File: src/rtc_consts.vh
`ifndef RTC_CONSTS_VH
`define RTC_CONSTS_VH

// register byte addresses (word aligned)
`define ADDR_TIME_WIN 12'h000
`define ADDR_ALARM_WIN 12'h004
`define ADDR_CFG_CAL 12'h008
`define ADDR_ALARM_CFG 12'h00C
`define ADDR_PWR_CTRL 12'h010
`define ADDR_UNLOCK_KEY 12'h014
`define ADDR_REF_STATUS 12'h018

// field positions
`define PTR_LO 8
`define PTR_HI 9
`define WREN_BIT 13
`define CLKSEL_LO 8
`define CLKSEL_HI 9

// pointer codes
`define PTR_MIN_SEC 2'h0
`define PTR_WD_HR 2'h1
`define PTR_MON_DAY 2'h2
`define PTR_YEAR 2'h3

// clock source codes
`define CLK_SECONDARY_OSCILLATOR 2'h0
`define CLK_LOW_POWER_RC_OSCILLATOR 2'h1
`define CLK_LINE50 2'h2
`define CLK_LINE60 2'h3

// unlock key bytes
`define KEY_FIRST 8'h55
`define KEY_SECOND 8'hAA

// byte lane masks
`define LANE_LOW 4'h1
`define LANE_HIGH 4'h2

`endif

File: src/ptr_step.v
`timescale 1ns/1ps
`default_nettype none
// 2-bit down counter that saturates at zero, loadable by software
module ptr_step (
    input wire pclk,
    input wire presetn,
    input wire clk_en,
    input wire load,
    input wire [1:0] load_val,
    input wire step,
    output wire [1:0] ptr
);
    reg [1:0] ptr_ff;
    reg [1:0] nxt_ptr;

    // load beats a step in the same cycle; at most one step per access whatever its width
    always @* begin
        nxt_ptr = ptr_ff;
        if (load) begin
            nxt_ptr = load_val;
        end else if (step && (ptr_ff != 2'h0)) begin
            nxt_ptr = ptr_ff - 2'h1;
        end
    end

    always @(posedge pclk or negedge presetn) begin
        if (!presetn) begin
            ptr_ff <= 2'h0;
        end else if (clk_en) begin
            ptr_ff <= nxt_ptr;
        end
    end

    assign ptr = ptr_ff;
endmodule
`default_nettype wire

File: src/two_ff_sync.v
`timescale 1ns/1ps
`default_nettype none
// two-flop synchroniser for an asynchronous level
module two_ff_sync (
    input wire pclk,
    input wire presetn,
    input wire clk_en,
    input wire async_in,
    output wire sync_out
);
    reg meta_ff;
    reg sync_ff;

    always @(posedge pclk or negedge presetn) begin
        if (!presetn) begin
            meta_ff <= 1'b0;
            sync_ff <= 1'b0;
        end else if (clk_en) begin
            meta_ff <= async_in;
            sync_ff <= meta_ff;
        end
    end

    assign sync_out = sync_ff;
endmodule
`default_nettype wire

File: src/rtc_window_access.v
// Notes on behaviour
// RULE1: the time window shows minutes/seconds, weekday/hours, month/day or year only, by time pointer.
// RULE2: a write touching the time window high byte steps the time pointer down, stopping at 00.
// RULE3: the alarm window shows alarm minutes/seconds, weekday/hours, month/day, or nothing for 11.
// RULE4: a write touching the alarm window high byte steps the alarm pointer down, stopping at 00.
// RULE5: any read of the alarm window steps the alarm pointer down.
// RULE6: any read of the time window steps the time pointer down.
// RULE7: writes to time value registers are ignored unless the write-enable bit 13 is set.
// RULE8: the write-enable bit can be set only in the access right after the 55h then AAh key.
// RULE9: software keeps the write-enable bit clear except while updating the time registers.
// RULE10: clock select 00 picks the secondary oscillator, 01 the low-power RC oscillator.
// RULE11: clock select 10 and 11 pick the power line input at 50 Hz and 60 Hz.
// RULE12: one access covering both bytes steps its pointer only once, saturating on reads and writes.
`timescale 1ns/1ps
`default_nettype none
`include "rtc_consts.vh"
module rtc_window_access #(
    parameter ADDR_W = 12
) (
    input wire pclk,
    input wire presetn,
    input wire clk_en,
    input wire psel,
    input wire penable,
    input wire pwrite,
    input wire [ADDR_W-1:0] paddr,
    input wire [31:0] pwdata,
    input wire [3:0] pstrb,
    output reg [31:0] prdata,
    output reg pready,
    output reg pslverr,
    input wire secondary_oscillator,
    input wire low_power_rc_oscillator,
    input wire line_clock,
    output reg ref_clock,
    output reg line_60hz
);
    // calendar and alarm storage
    reg [7:0] minutes_ff, seconds_ff, weekday_ff, hours_ff, month_ff, day_ff, year_ff;
    reg [7:0] alarm_minutes_ff, alarm_seconds_ff, alarm_weekday_ff, alarm_hours_ff;
    reg [7:0] alarm_month_ff, alarm_day_of_month_ff;
    // configuration
    reg timer_write_enable_ff;
    reg [15:0] cfg_rest_ff; // other bits of the config/calibration register, plain storage
    reg [15:0] alarm_cfg_rest_ff;
    reg [1:0] reference_clock_select_ff;
    reg [1:0] key_state_ff; // 0 idle, 1 saw 55h, 2 saw AAh (armed for one access)

    localparam KEY_IDLE = 2'h0;
    localparam KEY_GOT1 = 2'h1;
    localparam KEY_ARMED = 2'h2;

    wire [1:0] time_pointer;
    wire [1:0] alarm_pointer;
    wire secondary_oscillator_s, low_power_rc_oscillator_s, line_s;

    // access is taken on the single access-phase edge; slave is zero wait state
    wire access = psel && penable;
    wire wr = access && pwrite;
    wire rd = access && !pwrite;
    wire [ADDR_W-1:0] a = paddr;
    wire hit_time = (a == `ADDR_TIME_WIN);
    wire hit_alarm = (a == `ADDR_ALARM_WIN);
    wire hit_cfg = (a == `ADDR_CFG_CAL);
    wire hit_acfg = (a == `ADDR_ALARM_CFG);
    wire hit_pwr = (a == `ADDR_PWR_CTRL);
    wire hit_key = (a == `ADDR_UNLOCK_KEY);
    wire hit_stat = (a == `ADDR_REF_STATUS);
    wire mapped = hit_time | hit_alarm | hit_cfg | hit_acfg | hit_pwr | hit_key | hit_stat;
    wire lo_lane = |(pstrb & `LANE_LOW);
    wire hi_lane = |(pstrb & `LANE_HIGH);
    wire timer_wr_ok = timer_write_enable_ff; // RULE7

    // pointer stepping: one step per read or high-lane write, whatever lanes the access covers
    wire time_step = hit_time && ((wr && hi_lane) || rd); // RULE2 RULE6 RULE12
    wire alarm_step = hit_alarm && ((wr && hi_lane) || rd); // RULE4 RULE5 RULE12
    wire cfg_lo_wr = wr && hit_cfg && hi_lane;
    wire acfg_ptr_wr = wr && hit_acfg && hi_lane;

    ptr_step u_time_ptr (
        .pclk(pclk),
        .presetn(presetn),
        .clk_en(clk_en),
        .load(cfg_lo_wr),
        .load_val(pwdata[`PTR_HI:`PTR_LO]),
        .step(time_step),
        .ptr(time_pointer)
    );

    ptr_step u_alarm_ptr (
        .pclk(pclk),
        .presetn(presetn),
        .clk_en(clk_en),
        .load(acfg_ptr_wr),
        .load_val(pwdata[`PTR_HI:`PTR_LO]),
        .step(alarm_step),
        .ptr(alarm_pointer)
    );

    // reference clock inputs arrive asynchronously
    two_ff_sync u_sync_secondary_oscillator (
        .pclk(pclk),
        .presetn(presetn),
        .clk_en(clk_en),
        .async_in(secondary_oscillator),
        .sync_out(secondary_oscillator_s)
    );

    two_ff_sync u_sync_low_power_rc_oscillator (
        .pclk(pclk),
        .presetn(presetn),
        .clk_en(clk_en),
        .async_in(low_power_rc_oscillator),
        .sync_out(low_power_rc_oscillator_s)
    );

    two_ff_sync u_sync_line (
        .pclk(pclk),
        .presetn(presetn),
        .clk_en(clk_en),
        .async_in(line_clock),
        .sync_out(line_s)
    );

    // window read mux
    reg [15:0] time_view;
    reg [15:0] alarm_view;
    always @* begin
        case (time_pointer) // RULE1
            `PTR_MIN_SEC: time_view = {minutes_ff, seconds_ff};
            `PTR_WD_HR: time_view = {weekday_ff, hours_ff};
            `PTR_MON_DAY: time_view = {month_ff, day_ff};
            default: time_view = {8'h00, year_ff};
        endcase
        case (alarm_pointer) // RULE3
            `PTR_MIN_SEC: alarm_view = {alarm_minutes_ff, alarm_seconds_ff};
            `PTR_WD_HR: alarm_view = {alarm_weekday_ff, alarm_hours_ff};
            `PTR_MON_DAY: alarm_view = {alarm_month_ff, alarm_day_of_month_ff};
            default: alarm_view = 16'h0000;
        endcase
    end

    // config register as read back: pointer in 9:8, write enable in 13
    reg [15:0] cfg_view;
    reg [15:0] acfg_view;
    always @* begin
        cfg_view = cfg_rest_ff;
        cfg_view[`PTR_HI:`PTR_LO] = time_pointer;
        cfg_view[`WREN_BIT] = timer_write_enable_ff;
        acfg_view = alarm_cfg_rest_ff;
        acfg_view[`PTR_HI:`PTR_LO] = alarm_pointer;
    end

    reg [31:0] nxt_prdata;
    always @* begin
        nxt_prdata = 32'h0000_0000;
        if (hit_time) begin
            nxt_prdata = {16'h0000, time_view};
        end else if (hit_alarm) begin
            nxt_prdata = {16'h0000, alarm_view};
        end else if (hit_cfg) begin
            nxt_prdata = {16'h0000, cfg_view};
        end else if (hit_acfg) begin
            nxt_prdata = {16'h0000, acfg_view};
        end else if (hit_pwr) begin
            nxt_prdata = {22'h000000, reference_clock_select_ff, 8'h00};
        end else if (hit_stat) begin
            nxt_prdata = {29'h00000000, line_60hz, ref_clock, timer_write_enable_ff};
        end
    end

    // key sequence: 55h then AAh, armed for only the next access
    reg [1:0] nxt_key_state;
    always @* begin
        nxt_key_state = key_state_ff;
        if (access) begin
            if (wr && hit_key && lo_lane && pwdata[7:0] == `KEY_FIRST) begin
                nxt_key_state = KEY_GOT1;
            end else if (wr && hit_key && lo_lane && pwdata[7:0] == `KEY_SECOND && key_state_ff == KEY_GOT1) begin
                nxt_key_state = KEY_ARMED; // RULE8
            end else begin
                nxt_key_state = KEY_IDLE; // any other access closes the window
            end
        end
    end

    // write-enable bit: clearing always allowed, setting only when armed
    reg nxt_wren;
    always @* begin
        nxt_wren = timer_write_enable_ff;
        if (wr && hit_cfg && hi_lane) begin
            if (!pwdata[`WREN_BIT]) begin
                nxt_wren = 1'b0;
            end else if (key_state_ff == KEY_ARMED) begin
                nxt_wren = 1'b1; // RULE8
            end
        end
    end

    // register writes
    always @(posedge pclk or negedge presetn) begin
        if (!presetn) begin
            minutes_ff <= 8'h00;
            seconds_ff <= 8'h00;
            weekday_ff <= 8'h00;
            hours_ff <= 8'h00;
            month_ff <= 8'h00;
            day_ff <= 8'h00;
            year_ff <= 8'h00;
            alarm_minutes_ff <= 8'h00;
            alarm_seconds_ff <= 8'h00;
            alarm_weekday_ff <= 8'h00;
            alarm_hours_ff <= 8'h00;
            alarm_month_ff <= 8'h00;
            alarm_day_of_month_ff <= 8'h00;
            timer_write_enable_ff <= 1'b0;
            cfg_rest_ff <= 16'h0000;
            alarm_cfg_rest_ff <= 16'h0000;
            reference_clock_select_ff <= `CLK_SECONDARY_OSCILLATOR;
            key_state_ff <= KEY_IDLE;
            prdata <= 32'h0000_0000;
            pready <= 1'b0;
            pslverr <= 1'b0;
        end else if (clk_en) begin
            key_state_ff <= nxt_key_state;
            timer_write_enable_ff <= nxt_wren;
            // timer writes are dropped silently while locked
            if (wr && hit_time && timer_wr_ok) begin // RULE7
                case (time_pointer)
                    `PTR_MIN_SEC: begin
                        if (hi_lane) minutes_ff <= pwdata[15:8];
                        if (lo_lane) seconds_ff <= pwdata[7:0];
                    end
                    `PTR_WD_HR: begin
                        if (hi_lane) weekday_ff <= pwdata[15:8];
                        if (lo_lane) hours_ff <= pwdata[7:0];
                    end
                    `PTR_MON_DAY: begin
                        if (hi_lane) month_ff <= pwdata[15:8];
                        if (lo_lane) day_ff <= pwdata[7:0];
                    end
                    default: begin
                        if (lo_lane) year_ff <= pwdata[7:0];
                    end
                endcase
            end
            // alarm registers are not behind the lock
            if (wr && hit_alarm) begin
                case (alarm_pointer)
                    `PTR_MIN_SEC: begin
                        if (hi_lane) alarm_minutes_ff <= pwdata[15:8];
                        if (lo_lane) alarm_seconds_ff <= pwdata[7:0];
                    end
                    `PTR_WD_HR: begin
                        if (hi_lane) alarm_weekday_ff <= pwdata[15:8];
                        if (lo_lane) alarm_hours_ff <= pwdata[7:0];
                    end
                    `PTR_MON_DAY: begin
                        if (hi_lane) alarm_month_ff <= pwdata[15:8];
                        if (lo_lane) alarm_day_of_month_ff <= pwdata[7:0];
                    end
                    default: begin
                        alarm_month_ff <= alarm_month_ff; // 11 maps to nothing
                    end
                endcase
            end
            if (wr && hit_cfg) begin
                if (lo_lane) cfg_rest_ff[7:0] <= pwdata[7:0];
                if (hi_lane) cfg_rest_ff[15:8] <= pwdata[15:8] & 8'hDC; // pointer and enable live elsewhere
            end
            if (wr && hit_acfg) begin
                if (lo_lane) alarm_cfg_rest_ff[7:0] <= pwdata[7:0];
                if (hi_lane) alarm_cfg_rest_ff[15:8] <= pwdata[15:8] & 8'hFC;
            end
            if (wr && hit_pwr && hi_lane) begin
                reference_clock_select_ff <= pwdata[`CLKSEL_HI:`CLKSEL_LO];
            end
            // zero wait state: ready in the access phase
            pready <= psel && !penable;
            pslverr <= psel && !penable && !mapped;
            if (psel && !penable && !pwrite) begin
                prdata <= nxt_prdata;
            end
        end
    end

    // reference source mux
    always @(posedge pclk or negedge presetn) begin
        if (!presetn) begin
            ref_clock <= 1'b0;
            line_60hz <= 1'b0;
        end else if (clk_en) begin
            case (reference_clock_select_ff)
                `CLK_SECONDARY_OSCILLATOR: ref_clock <= secondary_oscillator_s; // RULE10
                `CLK_LOW_POWER_RC_OSCILLATOR: ref_clock <= low_power_rc_oscillator_s; // RULE10
                `CLK_LINE50: ref_clock <= line_s; // RULE11
                default: ref_clock <= line_s; // RULE11
            endcase
            line_60hz <= (reference_clock_select_ff == `CLK_LINE60); // RULE11
        end
    end
endmodule
`default_nettype wire

File: config.mk
export PLATFORM = sky130hd
export DESIGN_NAME = rtc_window_access
export DESIGN_NICKNAME = d
export VERILOG_FILES = /design/src/ptr_step.v /design/src/two_ff_sync.v /design/src/rtc_window_access.v
export VERILOG_INCLUDE_DIRS = /design/src
export SDC_FILE = /design/constraint.sdc
export NUM_CORES = 1
export LEC_CHECK = 0
export BUFFER_PORTS_ARGS = -buffer_cell sky130_fd_sc_hd__clkbuf_2
export CAP_MARGIN = 10
export CORE_AREA = 2 2 109 164
export DETAILED_ROUTE_END_ITERATION = 8
export DIE_AREA = 0 0 111 166
export GPL_TIMING_DRIVEN = 0
export PLACE_DENSITY = 0.74
export SLEW_MARGIN = 0
export SYNTH_ARGS = -nofsm -noshare
export SYNTH_HDL_FRONTEND = slang
export SYNTH_SLANG_ARGS = --single-unit
File: constraint.sdc
create_clock -name pclk -period 2.2 [get_ports pclk]
set_input_delay 0.33 -clock pclk [delete_from_list [all_inputs] [get_ports pclk]]
set_output_delay 0.33 -clock pclk [all_outputs]
set_load 0.02 [all_outputs]
Word level (Yosys, flattened, before mapping) --
Index checks and enable logic that the tools add are counted.
Word-level totals: register bits 182, input port bits 57
Operators by class: bitwise gates (word level) 7, mux-type cells 17, equal/unequal tests 17, add/sub/neg operators 2, reduce and logical (&&, ||, !) cells 61
Operators with widths (number):
- 16-bit one-hot mux with 3 select lines | 2
- 16-bit two-way mux | 4
- 4-bit AND reduction | 13
- 12-bit by 5-bit equality test with 1-bit output (second input constant) | 3
- 1-bit logical AND | 25
- 12-bit by 4-bit equality test with 1-bit output (second input constant) | 2
- 3-bit AND reduction | 5
- 12-bit by 3-bit equality test with 1-bit output (second input constant) | 1
- 12-bit zero test | 1
- 2-bit two-way mux | 6
- 10-bit two-way mux | 1
- 2-bit AND reduction | 5
- 2-bit by 1-bit equality test with 1-bit output (second input constant) | 4
- 2-bit equality test (second input constant) | 4
- 8-bit by 7-bit equality test with 1-bit output (second input constant) | 1
- 8-bit equality test (second input constant) | 1
- 2-bit nonzero test | 4
- 2-bit zero test | 3
- 1-bit bitwise OR | 6
- 2-bit by 1-bit subtractor with 2-bit output (second input constant) | 2
- 1-bit zero test | 3
- 3-bit two-way mux | 1
- 3-bit OR reduction | 1
- 1-bit two-way mux | 2
- other kinds (4) | 4

Longest topological paths before layout --
depth in word-level cells 9, depth in mapped cells 8, mapped depth without buffers 7

By module --
From an unflattened synthesis, not the netlist that was laid out.
Unflattened totals: cell total of the unflattened synthesis 663, area, all modules 8191.6 um^2
Modules (own cells, without submodules):
- rtc_window_access | area each 7691.1 um^2, times used 1, cells each 619, sequential area each 3903.7 um^2
- ptr_step | area each 141.4 um^2, times used 2, cells each 16, sequential area each 50.0 um^2
- two_ff_sync | area each 72.6 um^2, times used 3, cells each 4, sequential area each 50.0 um^2

Worst setup path after synthesis --
No wires, ideal clock.
path type input-to-reg, start input paddr[4], end register seconds_ff[0], setup time 0.125 ns, data arrival time 1.915 ns, setup slack 0.160 ns, required time 2.075 ns, path buffers 1, cell stages on the path 5, cells stage by stage or4_4 nor4b_4 and3_1 buf_2 mux2_2
Between the ends: word-level cells in the longest chain between the ends 4
Ends and longest elaborated chain:
- start, declared | line rtc_window_access.v:26 | input wire [ADDR_W-1:0] paddr,
- 12-bit zero test (no line)
- 1-bit logical AND (2 in a row) | line rtc_window_access.v:228 | if (wr && hit_time && timer_wr_ok) begin
- 4-bit AND reduction (no line)
- end signal, assigned | line rtc_window_access.v:232 | if (lo_lane) seconds_ff <= pwdata[7:0];
- end, declared | line rtc_window_access.v:39 | reg [7:0] minutes_ff, seconds_ff, weekday_ff, hours_ff, month_ff, day_ff, year_ff;
No other way between the ends. A chain may end at the register's enable or synchronous reset.

Worst setup path after layout --
start register u_time_ptr.ptr_ff[1] (netlist: u_time_ptr.ptr[1]), end register prdata[1]
Between the ends: word-level cells in the longest chain between the ends 3, elaborated cells on any way between the ends 5, classes of those cells eq/ne (2); mux (2); reduce/logical (1)
Ends and longest elaborated chain:
- start, declared | line ptr_step.v:13 | reg [1:0] ptr_ff;
- start signal, assigned | line ptr_step.v:30 | ptr_ff <= nxt_ptr;
- 2-bit equality test, or another cell as far along | line rtc_window_access.v:129 | case (time_pointer)
- 16-bit one-hot mux with 3 select lines (*) | line rtc_window_access.v:129
- 16-bit two-way mux (*) | line rtc_window_access.v:157 | if (hit_time) begin
- end signal, assigned | line rtc_window_access.v:282 | prdata <= nxt_prdata;
- end, declared | line rtc_window_access.v:29 | output reg [31:0] prdata,
Every way passes the cells marked *; elsewhere a longest branch is shown, timed or not.

==> run summary <==
Seq/Total Area, Yosys: 53.0%
Comb power frac: 7.7%
Yosys warning total: 0
initial antenna violation count: 0
reg-to-reg endpoint: prdata[1]$_DFFE_PN0P_
area leader, netlist: dfrtp_1
ys async rst share: 100%
sequential share of power: 47.3%
DRC viols: 0
Wirelength per Cell: 21.4 um
crit path DAT: 2.46 ns
Critical Path Fanout Max: 10
Lkg Pwr: 0.00438 uW
initial DRC count: 414
largest net degree at the start of global routing: 91
max incr delay on CP: 0.47 ns
crit path capture type: flop
top_reg_cell synth: dfrtp_1
final std cells w/o fill: 933
TNS Setup: 0 ns
minimum clock period: 2.10 ns
ANT nets after route: 0
library cells used by synthesis: 52
cell count of the worst hold path: 2
worst min path class: in2reg
reg2reg start: u_time_ptr.ptr[1]$_DFFE_PN0P_
H-tree levels: 4
Clock power frac: 44.9%
first-pass GRT wire length: 31800 um
clk_lat worst skew: 0.43 ns
clk buf depth: 2
pwr/cell area: 737 mW/mm2
Yosys top cell area share: 53.0%
via count: 5659
clock sinks: 166
vias in the first global route: 5856
WS Path Type: reg2reg
final setup fails: 0
count of final hold-check violations: 0
R2R Setup Slk: 0.1 ns
final wirelength: 20000 um
Least-Margin Pin Slew: 0.860 ns
Global Route Usage Sum: 22.1%
Post-synth EDFFs: 0
clk_skew: 0.00783 ns
# IOs: 93
TritonCTS buffer count: 17
Pint: 4940 uW
CTS tree: done
# rows: 59
chip width: 111 um
initial core utilization: 45.9%
dpl hpwl: 14500 um
fmax: 0.476 GHz
Sw Ratio: 26.5%
IO buf count: 56
1st-pass router iterations: 6
Area growth syn-to-layout: 16.5%
vias per cell: 6.07
root buffer cell: clkbuf_16
placeable core area: 0.0171 mm2
fraction of layout cells with a size suffix above 1: 39.6%
HP Start: line_clock
most frequent cell after synthesis: dfrtp_1
Synth Instances: 619
FF-to-FF path depth: 6
WHS: 0.130 ns
Max-Cap Viols: 0
Critical-path top delay cell: a221oi_1
post-synthesis cell area: 0.00784 mm2
CP Cell Sequence: inv_1 > ha_2 > clkbuf_2 > a21oi_1 > a221oi_1 > o32a_1
unrepaired setup endpoints after global routing: no
GRT Residual Overflow: 0
maximum vdd drop: 473 uV
CP required: 2.56 ns
DIE AREA: 0.0184 mm2
Fillers: 1439
Synth top cells by count: 166 x dfrtp_1, 136 x mux2_2, 27 x clkbuf_1, 27 x o21ai_0, 24 x a222oi_1
Clk pin slew, worst setup/hold paths: 0.07 ns
Max-slew headroom: 41.9%
final critical-path share of the clock period: 95.5%
CP startpoint kind: flop
P_sw: 1780 uW
status: completed
Hold Path End: u_sync_line.meta_ff$_DFFE_PN0P_
Die Y: 166 um
Max Slew Vio Count: 0
post-synthesis register bit count: 166
gpl congestion: 0.911
Cell Count Post-Placement: 904
Synth Area per Inst: 12.7 um2
layout net count: 771
most area-consuming cells after synthesis: dfrtp_1 53%, mux2_2 20%, a222oi_1 3.1%
metal layers:
| metal | track usage, % | wire (um) | vias to the layer above |
|---|---|---|---|
| met4 | 9.89 | 779 | 0 |
| met2 | 38.3 | 10300 | 264 |
| met5 | 0 | 0 | - |
| met3 | 4.89 | 1220 | 61 |
| met1 | 26.2 | 7650 | 2854 |
| li1 | - | - | 2480 |
per-stage QoR:
| stage | util, % | instance area (um2) | power (uW) | setup slack [ns] |
|---|---|---|---|---|
| after detailed placement | 49.7 | 8470 | 3760 | -0.452 |
| after CTS | 53.3 | 9090 | 6780 | 0.00184 |
| after global routing | 53.5 | 9120 | 6950 | 0.00314 |
| final | 53.5 | 9130 | 6720 | 0.0980 |
| after floorplan | - | 7890 | 3500 | 0.160 |
| after global placement | 49.5 | 8440 | 3740 | -1.81 |
logic make-up (layout without fill, tap and decap cells):
family	Yosys count	in the layout	share of synthesized area, %
AO/OA/AOI/OAI	121	121	11.3
adder cells (fa/ha/maj)	8	8	1.28
buffers and inverters	79	164	4.76
flip-flops	166	166	53.0
multiplexers	151	151	21.6
other	1	17	0.0479
AND/OR/NAND/NOR	93	93	7.95
layout by cell type (no fill, tap or decap), types with 3 or more instances in the layout:
| cell | count |
|---|---|
| a21oi_1 | 14 |
| a221oi_1 | 8 |
| a222oi_1 | 24 |
| a22oi_1 | 11 |
| a31oi_1 | 6 |
| and3_1 | 11 |
| buf_1 | 3 |
| buf_2 | 11 |
| buf_4 | 19 |
| clkbuf_1 | 17 |
| clkbuf_16 | 17 |
| clkbuf_2 | 58 |
| clkinv_8 | 3 |
| conb_1 | 16 |
| dfrtp_1 | 166 |
| ha_1 | 4 |
| ha_2 | 4 |
| inv_1 | 19 |
| inv_8 | 5 |
| mux2_2 | 136 |
| mux2i_1 | 11 |
| nand2_1 | 13 |
| nand2_2 | 3 |
| nand2_4 | 3 |
| nand3_1 | 12 |
| nand4_1 | 5 |
| nor2_1 | 13 |
| nor3_4 | 3 |
| nor4bb_1 | 4 |
| o21ai_0 | 26 |
| o22a_1 | 8 |
| o22ai_1 | 8 |
| o32a_1 | 8 |
flip-flops by register name (all words and copies together), names as in the netlist, 2 cells and up:
| name | cells |
|---|---|
| year_ff | 8 |
| alarm_weekday_ff | 8 |
| hours_ff | 8 |
| alarm_month_ff | 8 |
| alarm_seconds_ff | 8 |
| weekday_ff | 8 |
| alarm_hours_ff | 8 |
| alarm_day_of_month_ff | 8 |
| u_alarm_ptr.ptr | 2 |
| reference_clock_select_ff | 2 |
| seconds_ff | 8 |
| month_ff | 8 |
| minutes_ff | 8 |
| prdata | 16 |
| cfg_rest_ff | 13 |
| alarm_minutes_ff | 8 |
| day_ff | 8 |
| key_state_ff | 2 |
| alarm_cfg_rest_ff | 14 |
| u_time_ptr.ptr | 2 |
timing repair:
item | in CTS | in global routing
gates cloned | 0 | 0
pin swaps | 1 | 1
endpoints found under the hold margin | 76 | 0
gates resized for setup | 7 | 9
setup endpoints to repair | 14 | 32
setup buffers | 0 | 2
hold buffers | 1 | 0
power by group through the flow:
stage	Combinational, uW	Clock (uW)	Sequential, uW
2_1_floorplan	195	0	3310
4_1_cts	523	3070	3180
6_report	520	3020	3180
5_1_grt	567	3190	3190
3_3_place_gp	496	0	3240
3_5_place_dp	517	0	3240
area by class of cell:
type / instances / area [um2] / area share (%)
Tap cell: 213 / 267 / 2.92
Sequential cell: 166 / 4150 / 45.5
Multi-Input combinational cell: 389 / 3390 / 37.2
Clock buffer: 17 / 425 / 4.66
Buffer: 53 / 288 / 3.15
Timing Repair Buffer: 60 / 342 / 3.74
Antenna cell: 1 / 2.50 / 0.0274
Inverter: 19 / 71.3 / 0.782
Clock inverter: 15 / 185 / 2.03
worst max-delay path by stage:
stage / startpoint / endpoint / slack (ns) / depth (start not counted)
CTS: paddr[5] / cfg_rest_ff[7]$_DFFE_PN0P_ / 0.002 / 5
detailed placement: paddr[5] / cfg_rest_ff[7]$_DFFE_PN0P_ / -0.45 / 5
global route: u_alarm_ptr.ptr[1]$_DFFE_PN0P_ / prdata[8]$_DFFE_PN0P_ / 0.003 / 7
floorplan: paddr[4] / seconds_ff[0]$_DFFE_PN0P_ / 0.16 / 5
finish: u_time_ptr.ptr[1]$_DFFE_PN0P_ / prdata[1]$_DFFE_PN0P_ / 0.1 / 6
global placement: presetn / alarm_hours_ff[6]$_DFFE_PN0P_ / -1.81 / 1
worst max-delay path: cells and delay by family (launching register included):
kind	cells	cell delay (ns)
flip-flops	1	0.40
AO/OA/AOI/OAI	3	0.82
buffers and inverters	2	0.47
adder cells (fa/ha/maj)	1	0.34
Power figures use the tool's default switching activity.
